[src/arlc_defs.svh]
// constants for the restart and load-ok flow control block
`ifndef ARLC_DEFS_SVH
`define ARLC_DEFS_SVH
`define ARLC_SEQUENCE_TRIGGER_BIT_BIT 6
`define ARLC_RESTART_REQUEST_BIT_BIT 5
`define ARLC_LOAD_OK_BIT_BIT 4
`define ARLC_EIF_LOAD_OK_BIT_BIT 1
`define ARLC_FLW_RESET 8'h00
`define ARLC_SRC_BUS 2'h1
`define ARLC_SRC_IF 2'h2
`endif

[src/arlc_pkg.sv]
// types for the restart and load-ok flow control block
package arlc_pkg;
	typedef struct packed {
		logic adc_en;
		logic trigger_mode;
		logic dbuf_mode;
		logic [1:0] src_sel;
	} arlc_cfg_t;
	typedef struct packed {
		logic restart;
		logic list_ready;
	} arlc_strobe_t;
	typedef struct packed {
		logic busy;
		logic cmd_loaded;
		logic eol;
		logic abort;
		logic sequence_trigger_bit_clear;
	} arlc_seq_t;
	typedef enum logic [0:0] {
		ST_IDLE,
		ST_FETCH
	} arlc_state_t;
endpackage

[src/arlc_sticky.sv]
// sticky flag: set wins over clear, kill wins over both
`timescale 1ns/10ps
`default_nettype none
module arlc_sticky
(
	input wire logic clock_i,
	input wire logic rst_i,
	input wire logic set_i,
	input wire logic clr_i,
	input wire logic kill_i,
	output logic q_o
);
	logic q_nxt;
	assign q_nxt = kill_i ? 1'b0 : (set_i ? 1'b1 : (clr_i ? 1'b0 : q_o));
	always_ff @(posedge clock_i or posedge rst_i)
	begin
		if (rst_i)
			q_o <= 1'b0;
		else
			q_o <= q_nxt;
	end
endmodule // arlc_sticky
`default_nettype wire

[src/arlc_flow_ctrl.sv]
// restart and load-ok flow control with list swap
`timescale 1ns/10ps
`default_nettype none
`include "arlc_defs.svh"
module arlc_flow_ctrl
(
	input wire logic clock_i,
	input wire logic rst_i,
	input wire arlc_pkg::arlc_cfg_t cfg_i,
	input wire logic stop_exit_i,
	input wire logic soft_reset_i,
	input wire logic flw_wr_i,
	input wire logic [7:0] flw_wdata_i,
	input wire logic eif_wr_i,
	input wire logic [7:0] eif_wdata_i,
	input wire arlc_pkg::arlc_strobe_t strobe_i,
	input wire arlc_pkg::arlc_seq_t seq_i,
	output logic [7:0] flw_rdata_o,
	output logic [7:0] eif_rdata_o,
	output logic fetch_top_o,
	output logic list_swap_o,
	output logic restart_overrun_o
);
	import arlc_pkg::*;

	////////////////////////////////////////////////////////////////
	// state
	logic restart_request_bit_q;
	logic load_ok_bit_q;
	logic sequence_trigger_bit_q;
	logic eif_q;
	logic first_r;
	logic first_nxt;
	logic abort_seen_r;
	logic abort_seen_nxt;
	logic rs_d_r;
	logic fetch_r;
	logic fetch_nxt;
	logic swap_r;
	logic swap_nxt;
	logic ovr_r;
	logic ovr_nxt;
	arlc_state_t state_r;
	arlc_state_t state_nxt;

	////////////////////////////////////////////////////////////////
	// request decode
	wire src_bus = (cfg_i.src_sel == `ARLC_SRC_BUS);
	wire src_if = (cfg_i.src_sel == `ARLC_SRC_IF);
	wire bus_restart_request_bit = flw_wr_i & src_bus & flw_wdata_i[`ARLC_RESTART_REQUEST_BIT_BIT];
	wire bus_load_ok_bit = bus_restart_request_bit & flw_wdata_i[`ARLC_LOAD_OK_BIT_BIT];
	wire if_restart_request_bit = src_if & strobe_i.restart & ~rs_d_r;
	wire if_load_ok_bit = if_restart_request_bit & strobe_i.list_ready;
	wire req = (bus_restart_request_bit | if_restart_request_bit) & cfg_i.adc_en;
	wire restart_request_bit_set = req & ~restart_request_bit_q;
	wire load_ok_bit_set = restart_request_bit_set & (bus_load_ok_bit | if_load_ok_bit) & cfg_i.dbuf_mode;
	wire sequence_trigger_bit_set = restart_request_bit_set & cfg_i.trigger_mode & (seq_i.eol | seq_i.abort);
	wire done = (state_r == ST_FETCH) & seq_i.cmd_loaded;
	wire off = ~cfg_i.adc_en | soft_reset_i;
	wire load_ok_bit_off = off | ~cfg_i.dbuf_mode;
	wire first_now = first_r | stop_exit_i;
	wire abort_now = seq_i.abort | abort_seen_r;
	wire eif_set = restart_request_bit_set & ~cfg_i.trigger_mode & ~load_ok_bit_q & ~load_ok_bit_set
		& ~abort_now & ~first_now;
	wire eif_clr = eif_wr_i & eif_wdata_i[`ARLC_EIF_LOAD_OK_BIT_BIT];

	////////////////////////////////////////////////////////////////
	// flag bits
	arlc_sticky u_restart_request_bit
	(
		.clock_i(clock_i),
		.rst_i(rst_i),
		.set_i(restart_request_bit_set),
		.clr_i(done),
		.kill_i(off),
		.q_o(restart_request_bit_q)
	);
	arlc_sticky u_load_ok_bit
	(
		.clock_i(clock_i),
		.rst_i(rst_i),
		.set_i(load_ok_bit_set),
		.clr_i(done),
		.kill_i(load_ok_bit_off),
		.q_o(load_ok_bit_q)
	);
	arlc_sticky u_sequence_trigger_bit
	(
		.clock_i(clock_i),
		.rst_i(rst_i),
		.set_i(sequence_trigger_bit_set),
		.clr_i(seq_i.sequence_trigger_bit_clear),
		.kill_i(off),
		.q_o(sequence_trigger_bit_q)
	);
	arlc_sticky u_eif
	(
		.clock_i(clock_i),
		.rst_i(rst_i),
		.set_i(eif_set),
		.clr_i(eif_clr),
		.kill_i(off),
		.q_o(eif_q)
	);

	////////////////////////////////////////////////////////////////
	// fetch sequencing
	wire fetch_go = restart_request_bit_q & ~seq_i.busy & ~off;
	wire fetch_cut = off;
	wire fetch_end = seq_i.cmd_loaded & ~off;

	always_comb
	begin
		state_nxt = state_r;
		case (state_r)
			ST_IDLE:
			begin
				if (fetch_go)
					state_nxt = ST_FETCH;
			end
			ST_FETCH:
			begin
				if (fetch_cut | fetch_end)
					state_nxt = ST_IDLE;
			end
			default:
			begin
				state_nxt = ST_IDLE;
			end
		endcase
	end

	always_comb
	begin
		fetch_nxt = 1'b0;
		case (state_r)
			ST_IDLE:
			begin
				fetch_nxt = fetch_go;
			end
			ST_FETCH:
			begin
				fetch_nxt = ~fetch_cut & ~fetch_end;
			end
			default:
			begin
				fetch_nxt = 1'b0;
			end
		endcase
	end

	always_comb
	begin
		swap_nxt = 1'b0;
		case (state_r)
			ST_IDLE:
			begin
				swap_nxt = 1'b0;
			end
			ST_FETCH:
			begin
				swap_nxt = fetch_end & load_ok_bit_q;
			end
			default:
			begin
				swap_nxt = 1'b0;
			end
		endcase
	end

	////////////////////////////////////////////////////////////////
	// overrun, first restart and abort memory
	wire ovr_bus = bus_restart_request_bit & cfg_i.adc_en & restart_request_bit_q;
	wire ovr_if = if_restart_request_bit & cfg_i.adc_en & restart_request_bit_q;
	wire first_mark = soft_reset_i | stop_exit_i | ~cfg_i.adc_en;
	wire first_keep = restart_request_bit_set ? 1'b0 : first_r;
	wire abort_drop = off | restart_request_bit_set;

	// held while disabled so the first restart after enable is spared
	assign first_nxt = first_mark ? 1'b1 : first_keep;
	// remembers an abort request that came before the restart
	assign abort_seen_nxt = abort_drop ? 1'b0 : abort_now;
	assign ovr_nxt = ovr_bus | ovr_if;

	////////////////////////////////////////////////////////////////
	// fetch state
	always_ff @(posedge clock_i or posedge rst_i)
	begin
		if (rst_i)
		begin
			state_r <= ST_IDLE;
		end
		else
		begin
			state_r <= state_nxt;
		end
	end

	////////////////////////////////////////////////////////////////
	// fetch request
	always_ff @(posedge clock_i or posedge rst_i)
	begin
		if (rst_i)
		begin
			fetch_r <= 1'b0;
		end
		else
		begin
			fetch_r <= fetch_nxt;
		end
	end

	////////////////////////////////////////////////////////////////
	// list swap pulse
	always_ff @(posedge clock_i or posedge rst_i)
	begin
		if (rst_i)
		begin
			swap_r <= 1'b0;
		end
		else
		begin
			swap_r <= swap_nxt;
		end
	end

	////////////////////////////////////////////////////////////////
	// overrun pulse
	always_ff @(posedge clock_i or posedge rst_i)
	begin
		if (rst_i)
		begin
			ovr_r <= 1'b0;
		end
		else
		begin
			ovr_r <= ovr_nxt;
		end
	end

	////////////////////////////////////////////////////////////////
	// first restart marker
	always_ff @(posedge clock_i or posedge rst_i)
	begin
		if (rst_i)
		begin
			first_r <= 1'b1;
		end
		else
		begin
			first_r <= first_nxt;
		end
	end

	////////////////////////////////////////////////////////////////
	// restart strobe edge memory
	always_ff @(posedge clock_i or posedge rst_i)
	begin
		if (rst_i)
		begin
			rs_d_r <= 1'b0;
		end
		else
		begin
			rs_d_r <= strobe_i.restart;
		end
	end

	////////////////////////////////////////////////////////////////
	// abort memory
	always_ff @(posedge clock_i or posedge rst_i)
	begin
		if (rst_i)
		begin
			abort_seen_r <= 1'b0;
		end
		else
		begin
			abort_seen_r <= abort_seen_nxt;
		end
	end

	////////////////////////////////////////////////////////////////
	// outputs
	always_comb
	begin
		flw_rdata_o = `ARLC_FLW_RESET;
		flw_rdata_o[`ARLC_SEQUENCE_TRIGGER_BIT_BIT] = sequence_trigger_bit_q;
		flw_rdata_o[`ARLC_RESTART_REQUEST_BIT_BIT] = restart_request_bit_q;
		flw_rdata_o[`ARLC_LOAD_OK_BIT_BIT] = load_ok_bit_q;
	end

	always_comb
	begin
		eif_rdata_o = 8'h00;
		eif_rdata_o[`ARLC_EIF_LOAD_OK_BIT_BIT] = eif_q;
	end
	assign fetch_top_o = fetch_r;
	assign list_swap_o = swap_r;
	assign restart_overrun_o = ovr_r;
endmodule // arlc_flow_ctrl
`default_nettype wire

[config.mk]
export PLATFORM = sky130hd
export DESIGN_NAME = arlc_flow_ctrl
export DESIGN_NICKNAME = d
export VERILOG_FILES = /design/src/arlc_pkg.sv /design/src/arlc_sticky.sv /design/src/arlc_flow_ctrl.sv
export VERILOG_INCLUDE_DIRS = /design/src /design/src/src
export SDC_FILE = /design/constraint.sdc
export NUM_CORES = 1
export LEC_CHECK = 0
export BUFFER_PORTS_ARGS = -buffer_cell sky130_fd_sc_hd__buf_2
export CAP_MARGIN = 30
export CORE_MARGIN = 4
export CORE_UTILIZATION = 37
export CTS_CLUSTER_SIZE = 30
export DETAILED_ROUTE_END_ITERATION = 6
export PLACE_DENSITY = 0.77
export SKIP_LAST_GASP = 1
export SLEW_MARGIN = 20
export SYNTH_ARGS = -nofsm -noshare
export SYNTH_HDL_FRONTEND = slang
export SYNTH_SLANG_ARGS = --single-unit
[constraint.sdc]
create_clock -name clock_i -period 1.4 [get_ports clock_i]
set_input_delay 0.42 -clock clock_i [delete_from_list [all_inputs] [get_ports clock_i]]
set_output_delay 0.42 -clock clock_i [all_outputs]
set_load 0.01 [all_outputs]
==> results.toml, run 1 <==
[cells_and_area]
n_fill_cell = 143
nNetsFinal = 129
area_growth_pct = 20.85
diodes = 0
layout-drive-gt1-share_pct = 44.68
fin_area_um2 = 783.3

[critical_path]
crit_chain = "nand4bb_4 > a211o_1 > and3b_2"
cp-start-kind = "flop"
arrival_ns = 1.46
crit_required_ns = 1.57
critical-path-max-stage-delay_ns = 0.37
crit_path_top_delay_cell = "dfrtp_1"
r2r_end = "abort_seen_r"
r2r_slack_ns = 0.11
reg2reg_from = "rs_d_r"
reg2reg_depth = 3
path_class = "flop to flop"
end_kind = "flop"
worstPathMaxFanout = 5

[power]
ir_worst_vdd_uv = 284.4
cellPowerDensity_mw_per_mm2 = 840.6
p_leak_uw = 0.0004512
p_total_uw = 658.4

[cts]
post_cts_buffers = 0
cts_buffers = 3
clock_latency_ns = 0.27
cts_tree = "done"
clkTransAtPathRegs_ns = 0.07
cts_num_sinks = 10
htree_levels = 1
clockBufferDepth = 2
ctsHoldBuffers = 0
ctsResizeCount = 0
cts_root_buf = "clkbuf_4"

[synth]
seq_area_frac_synth_pct = 38.80
synth_top_area_cell = "dfrtp_1"
synthCells = 65
ys_types = 27
ys.warnings.count = 0
avgSynthCellArea_um2 = 9.971
synth_seq_cells = 10
syn_area_um2 = 648.1
ys_top_cells_by_area = "dfrtp_1, buf_4, nand4bb_4"
synth_top_area_share_pct = 34.75

[floorplanning]
num_rows = 14
dieArea_mm2 = 0.002486
core_area_mm2 = 0.001577
ios = 53
start_util_pct = 41.11
dieWidth_um = 49.86
die_h_um = 49.86

[sta]
rsz0062_at_grt = "false"
fmax_mhz = 773.7
slew_viol_final = 0
holdWs_ns = 0.1103
finalHoldViolCount = 0
period_needed_ns = 1.292
finalSetupTns_ns = 0
finalWorstSetupSlack_ns = 0.1075
setup_violations = 0
fin_skew_ns = 0.004646
fin_crit_sh_pct = 92.32

[hold_path]
hp-class = "primary input to async pin"

[placed_design]
gp_congestion = 0.7814
portBuffers = 27
dp_hpwl_mm = 1.074
pre_cts_slack_ns = -0.05576
placed_area_um2 = 747.0

[global_routing]
grt-ovfl-total = 0
grt_first_pass_wirelength_mm = 1.994
grt_pass1_vias = 467
grt_max_degree = 11
grt_usage_pct = 11.04
antenna_found_initial = 0

[drt]
vias = 523
via_per_inst = 4.755
drtIter0Drc = 1
wl_mm = 1.311
met3WireLength_um = 145
avgRoutedWirePerCell_um = 11.92
wl_met2_um = 658
ant_nets = 0
firstDrtPassIters = 2
dr.max_layer_used = "met4"
wirelength_met1_um = 477
drc_errors = 0

[outcome]
status = "finished clean"

[job]
drv_cap = 0
[Yosys cell counts]
library cell	instances
a211o_1	1
a21bo_2	1
a21oi_1	1
and3_1	1
and3b_2	1
and4_1	1
buf_4	16
conb_1	1
dfrtp_1	9
dfstp_2	1
inv_1	6
nand2_1	6
nand3_1	3
nand3b_1	1
nand4_1	1
nand4b_4	1
nand4bb_4	1
nor2_1	1
nor2b_1	1
nor3_1	2
nor3b_1	2
o211a_1	1
o211ai_1	1
o21ai_0	1
o22a_2	1
o22ai_1	1
o31ai_2	2
[cell usage in the layout, fill, tap and decap left out, drive strengths merged, types with 2 or more instances in the layout]
| cell | Yosys | routed |
|---|---|---|
| clkbuf | 0 | 4 |
| conb | 1 | 12 |
| nor3 | 2 | 2 |
| nor3b | 2 | 2 |
| nand3 | 3 | 3 |
| dfrtp | 9 | 9 |
| inv | 6 | 6 |
| buf | 16 | 30 |
| o31ai | 2 | 2 |
| nand2 | 6 | 6 |
[final cells by class]
class	count	area [um^2]	area share, %
clock buffer	4	36.28	4.633
inverter	6	22.52	2.875
multi-input combinational	44	295.3	37.70
sequential	10	251.5	32.11
tap	16	20.02	2.556
timing repair buffer	30	157.7	20.13
[power by group]
part           internal (uW)  switching (uW)
registers                293            2.11
logic                   40.9            54.7
clock network            158             109
total                    492             166
[cell families after synthesis]
group / Yosys count / share of synthesized area (%)
AND/OR/NAND/NOR: 22 / 25.10
buffers and inverters: 22 / 22.01
AO/OA/AOI/OAI: 10 / 13.51
flip-flops: 10 / 38.80
other: 1 / 0.5786
[how the worst max path moves through the flow]
stage                  start            to  slack, ns  depth (start not counted)
finish                rs_d_r  abort_seen_r       0.11                          3
global route          rs_d_r  abort_seen_r       0.08                          3
global placement    cfg_i[1]  abort_seen_r      -0.04                          4
detailed placement  cfg_i[1]  abort_seen_r      -0.06                          4
floorplan           cfg_i[1]  abort_seen_r       0.13                          3
CTS                   rs_d_r  abort_seen_r       0.11                          3
[sequential cells by signal (all words and copies together) (netlist names)]
name / count
abort_seen_r: 1
u_restart_request_bit.q_o: 1
restart_overrun_o: 1
u_load_ok_bit.q_o: 1
list_swap_o: 1
u_eif.q_o: 1
u_sequence_trigger_bit.q_o: 1
first_r: 1
rs_d_r: 1
fetch_top_o: 1
[stage by stage]
| step | std cells | util, % |
|---|---|---|
| CTS | 110 | 49.68 |
| detailed placement | 106 | 47.38 |
| global route | 110 | 49.68 |
| floorplan | 76 | - |
| global placement | 106 | 47.38 |
| finish | 110 | 49.68 |
[per-layer routing]
layer	up-vias	GRT usage, %
met5	-	0
met4	0	8.295
met3	4	4.518
met2	27	18.28
met1	239	10.93
li1	253	-
[critical path: cells and delay by family (launching register included)]
| kind | cells | cell delay [ns] |
|---|---|---|
| and+or+nand+nor | 2 | 0.46 |
| DFF | 1 | 0.37 |
| AOI/OAI and AO/OA | 1 | 0.35 |
Note: power is estimated with default switching activity, not from simulation.
==> inputs of run 2 (changes only) <==
--- a/config.mk
+++ b/config.mk
@@ -13,6 +13,7 @@
 export CTS_CLUSTER_SIZE = 30
 export DETAILED_ROUTE_END_ITERATION = 6
 export PLACE_DENSITY = 0.77
+export REMOVE_ABC_BUFFERS = 1
 export SKIP_LAST_GASP = 1
 export SLEW_MARGIN = 20
 export SYNTH_ARGS = -nofsm -noshare
==> results.toml, run 2 (same netlist as run 1, synthesis figures left out) <==
[critical_path]
crit_required_ns = 1.56
arrival_ns = 1.48
worstPathMaxFanout = 5
cp-start-kind = "flop"
end_kind = "flop"
path_class = "flop to flop"

[power]
p_int_uw = 491.4
p_leak_uw = 0.0004470
ir_worst_vdd_uv = 276.8
p_seq_share_pct = 45.5
switching_share_pct = 24.52
cellPowerDensity_mw_per_mm2 = 839.1
p_comb_share_pct = 14.6
pwr-share-clk_pct = 39.9
p_total_uw = 651.0
p_switching_uw = 159.6

[cells_and_area]
finish.utilization_pct = 49.21
seq_area_um2 = 251.5
diodes = 0
fin_area_um2 = 775.7
multi_input_area_um2 = 295.3
layout-drive-gt1-share_pct = 44.09
final_cell_mix = "buf_2, conb_1, dfrtp_1, nand2_1, inv_1"
area_growth_pct = 19.69
n_fill_cell = 158
nNetsFinal = 128
layout_commonest_cell = "buf_2"

[sta]
fmax_mhz = 754.5
setup_violations = 0
fin_skew_ns = 0.002256
finalHoldViolCount = 0
slew_viol_final = 0
holdWs_ns = 0.1136
rsz0062_at_grt = "false"
fin_crit_sh_pct = 94.67
finalSetupTns_ns = 0
period_needed_ns = 1.325

[drt]
avgRoutedWirePerCell_um = 12.66
ant_nets = 0
drc_errors = 0
via_per_inst = 4.844
firstDrtPassIters = 4
vias = 528
drtIter0Drc = 3
wl_mm = 1.380

[floorplanning]
ios = 53
dieArea_mm2 = 0.002486
core_area_mm2 = 0.001577
num_rows = 14
dieWidth_um = 49.86
die_h_um = 49.86
start_util_pct = 41.11

[hold_path]
hp-class = "primary input to async pin"

[global_routing]
grt_first_pass_wirelength_mm = 2.290
antenna_found_initial = 0
grt-ovfl-total = 0
grt_pass1_vias = 520
grt_usage_pct = 12.19
grt_max_degree = 11

[placed_design]
dp_hpwl_mm = 1.130
gp_congestion = 0.7691
portBuffers = 27
placed_area_um2 = 739.5

[cts]
cts_tree = "done"
clock_latency_ns = 0.27
clkTransAtPathRegs_ns = 0.07
post_cts_buffers = 0
htree_levels = 1
cts_buffers = 3
cts_root_buf = "clkbuf_4"
ctsHoldBuffers = 0
clockBufferDepth = 2
ctsResizeCount = 0
cts_num_sinks = 10

[outcome]
status = "finished clean"

[job]
drv_cap = 0
run 2: cell types whose count changed in the layout (fill, tap and decap cells not counted):
cell,delta
buf_4,-1
run 2: cell type report:
class	instances	share of cell area, %
sequential	10	32.42
inverter	6	2.903
tap	16	2.581
clock buffer	4	4.677
timing repair buffer	29	19.35
multi-input combinational	44	38.06
run 2: worst max-delay path, stage by stage (launching register included):
cell and delay (ns):
dfrtp_1 0.39, nand4bb_4 0.23, a211o_1 0.35, and3b_2 0.24
run 2: power by group through the flow:
stage / logic, uW / registers [uW] / clock network, uW
detailed placement: 94.8 / 301 / 0
global route: 107 / 296 / 280
finish: 95.3 / 296 / 259
global placement: 92.0 / 301 / 0
floorplan: 45.1 / 301 / 0
CTS: 95.1 / 296 / 264
run 2: stage by stage:
stage / instances / setup slack, ns
6_report: 109 / 0.07457
5_1_grt: 109 / 0.04337
4_1_cts: 109 / 0.09086
3_5_place_dp: 105 / -0.08257
3_3_place_gp: 105 / -0.06655
2_1_floorplan: 60 / 0.1253
run 2: layer usage:
layer | vias up | wire length [um] | track usage (%)
li1 | 252 | - | -
met1 | 241 | 576 | 14.31
met2 | 31 | 612 | 18.28
met3 | 4 | 158 | 4.819
met4 | 0 | 34 | 7.834
met5 | - | 0 | 0
run 2: final timing paths:
check | from | endpoint | slack (ns) | cells past startpoint
worst min-delay path | rst_i | list_swap_o | 0.11 | 2
min in group clock_i | strobe_i[1] | rs_d_r | 0.31 | 1
worst max register to register | rs_d_r | abort_seen_r | 0.07 | 3
max in group asynchronous | rst_i | first_r | 0.98 | 2
worst min register to register | u_eif.q_o | u_eif.q_o | 0.51 | 2
worst max-delay path | rs_d_r | abort_seen_r | 0.07 | 3
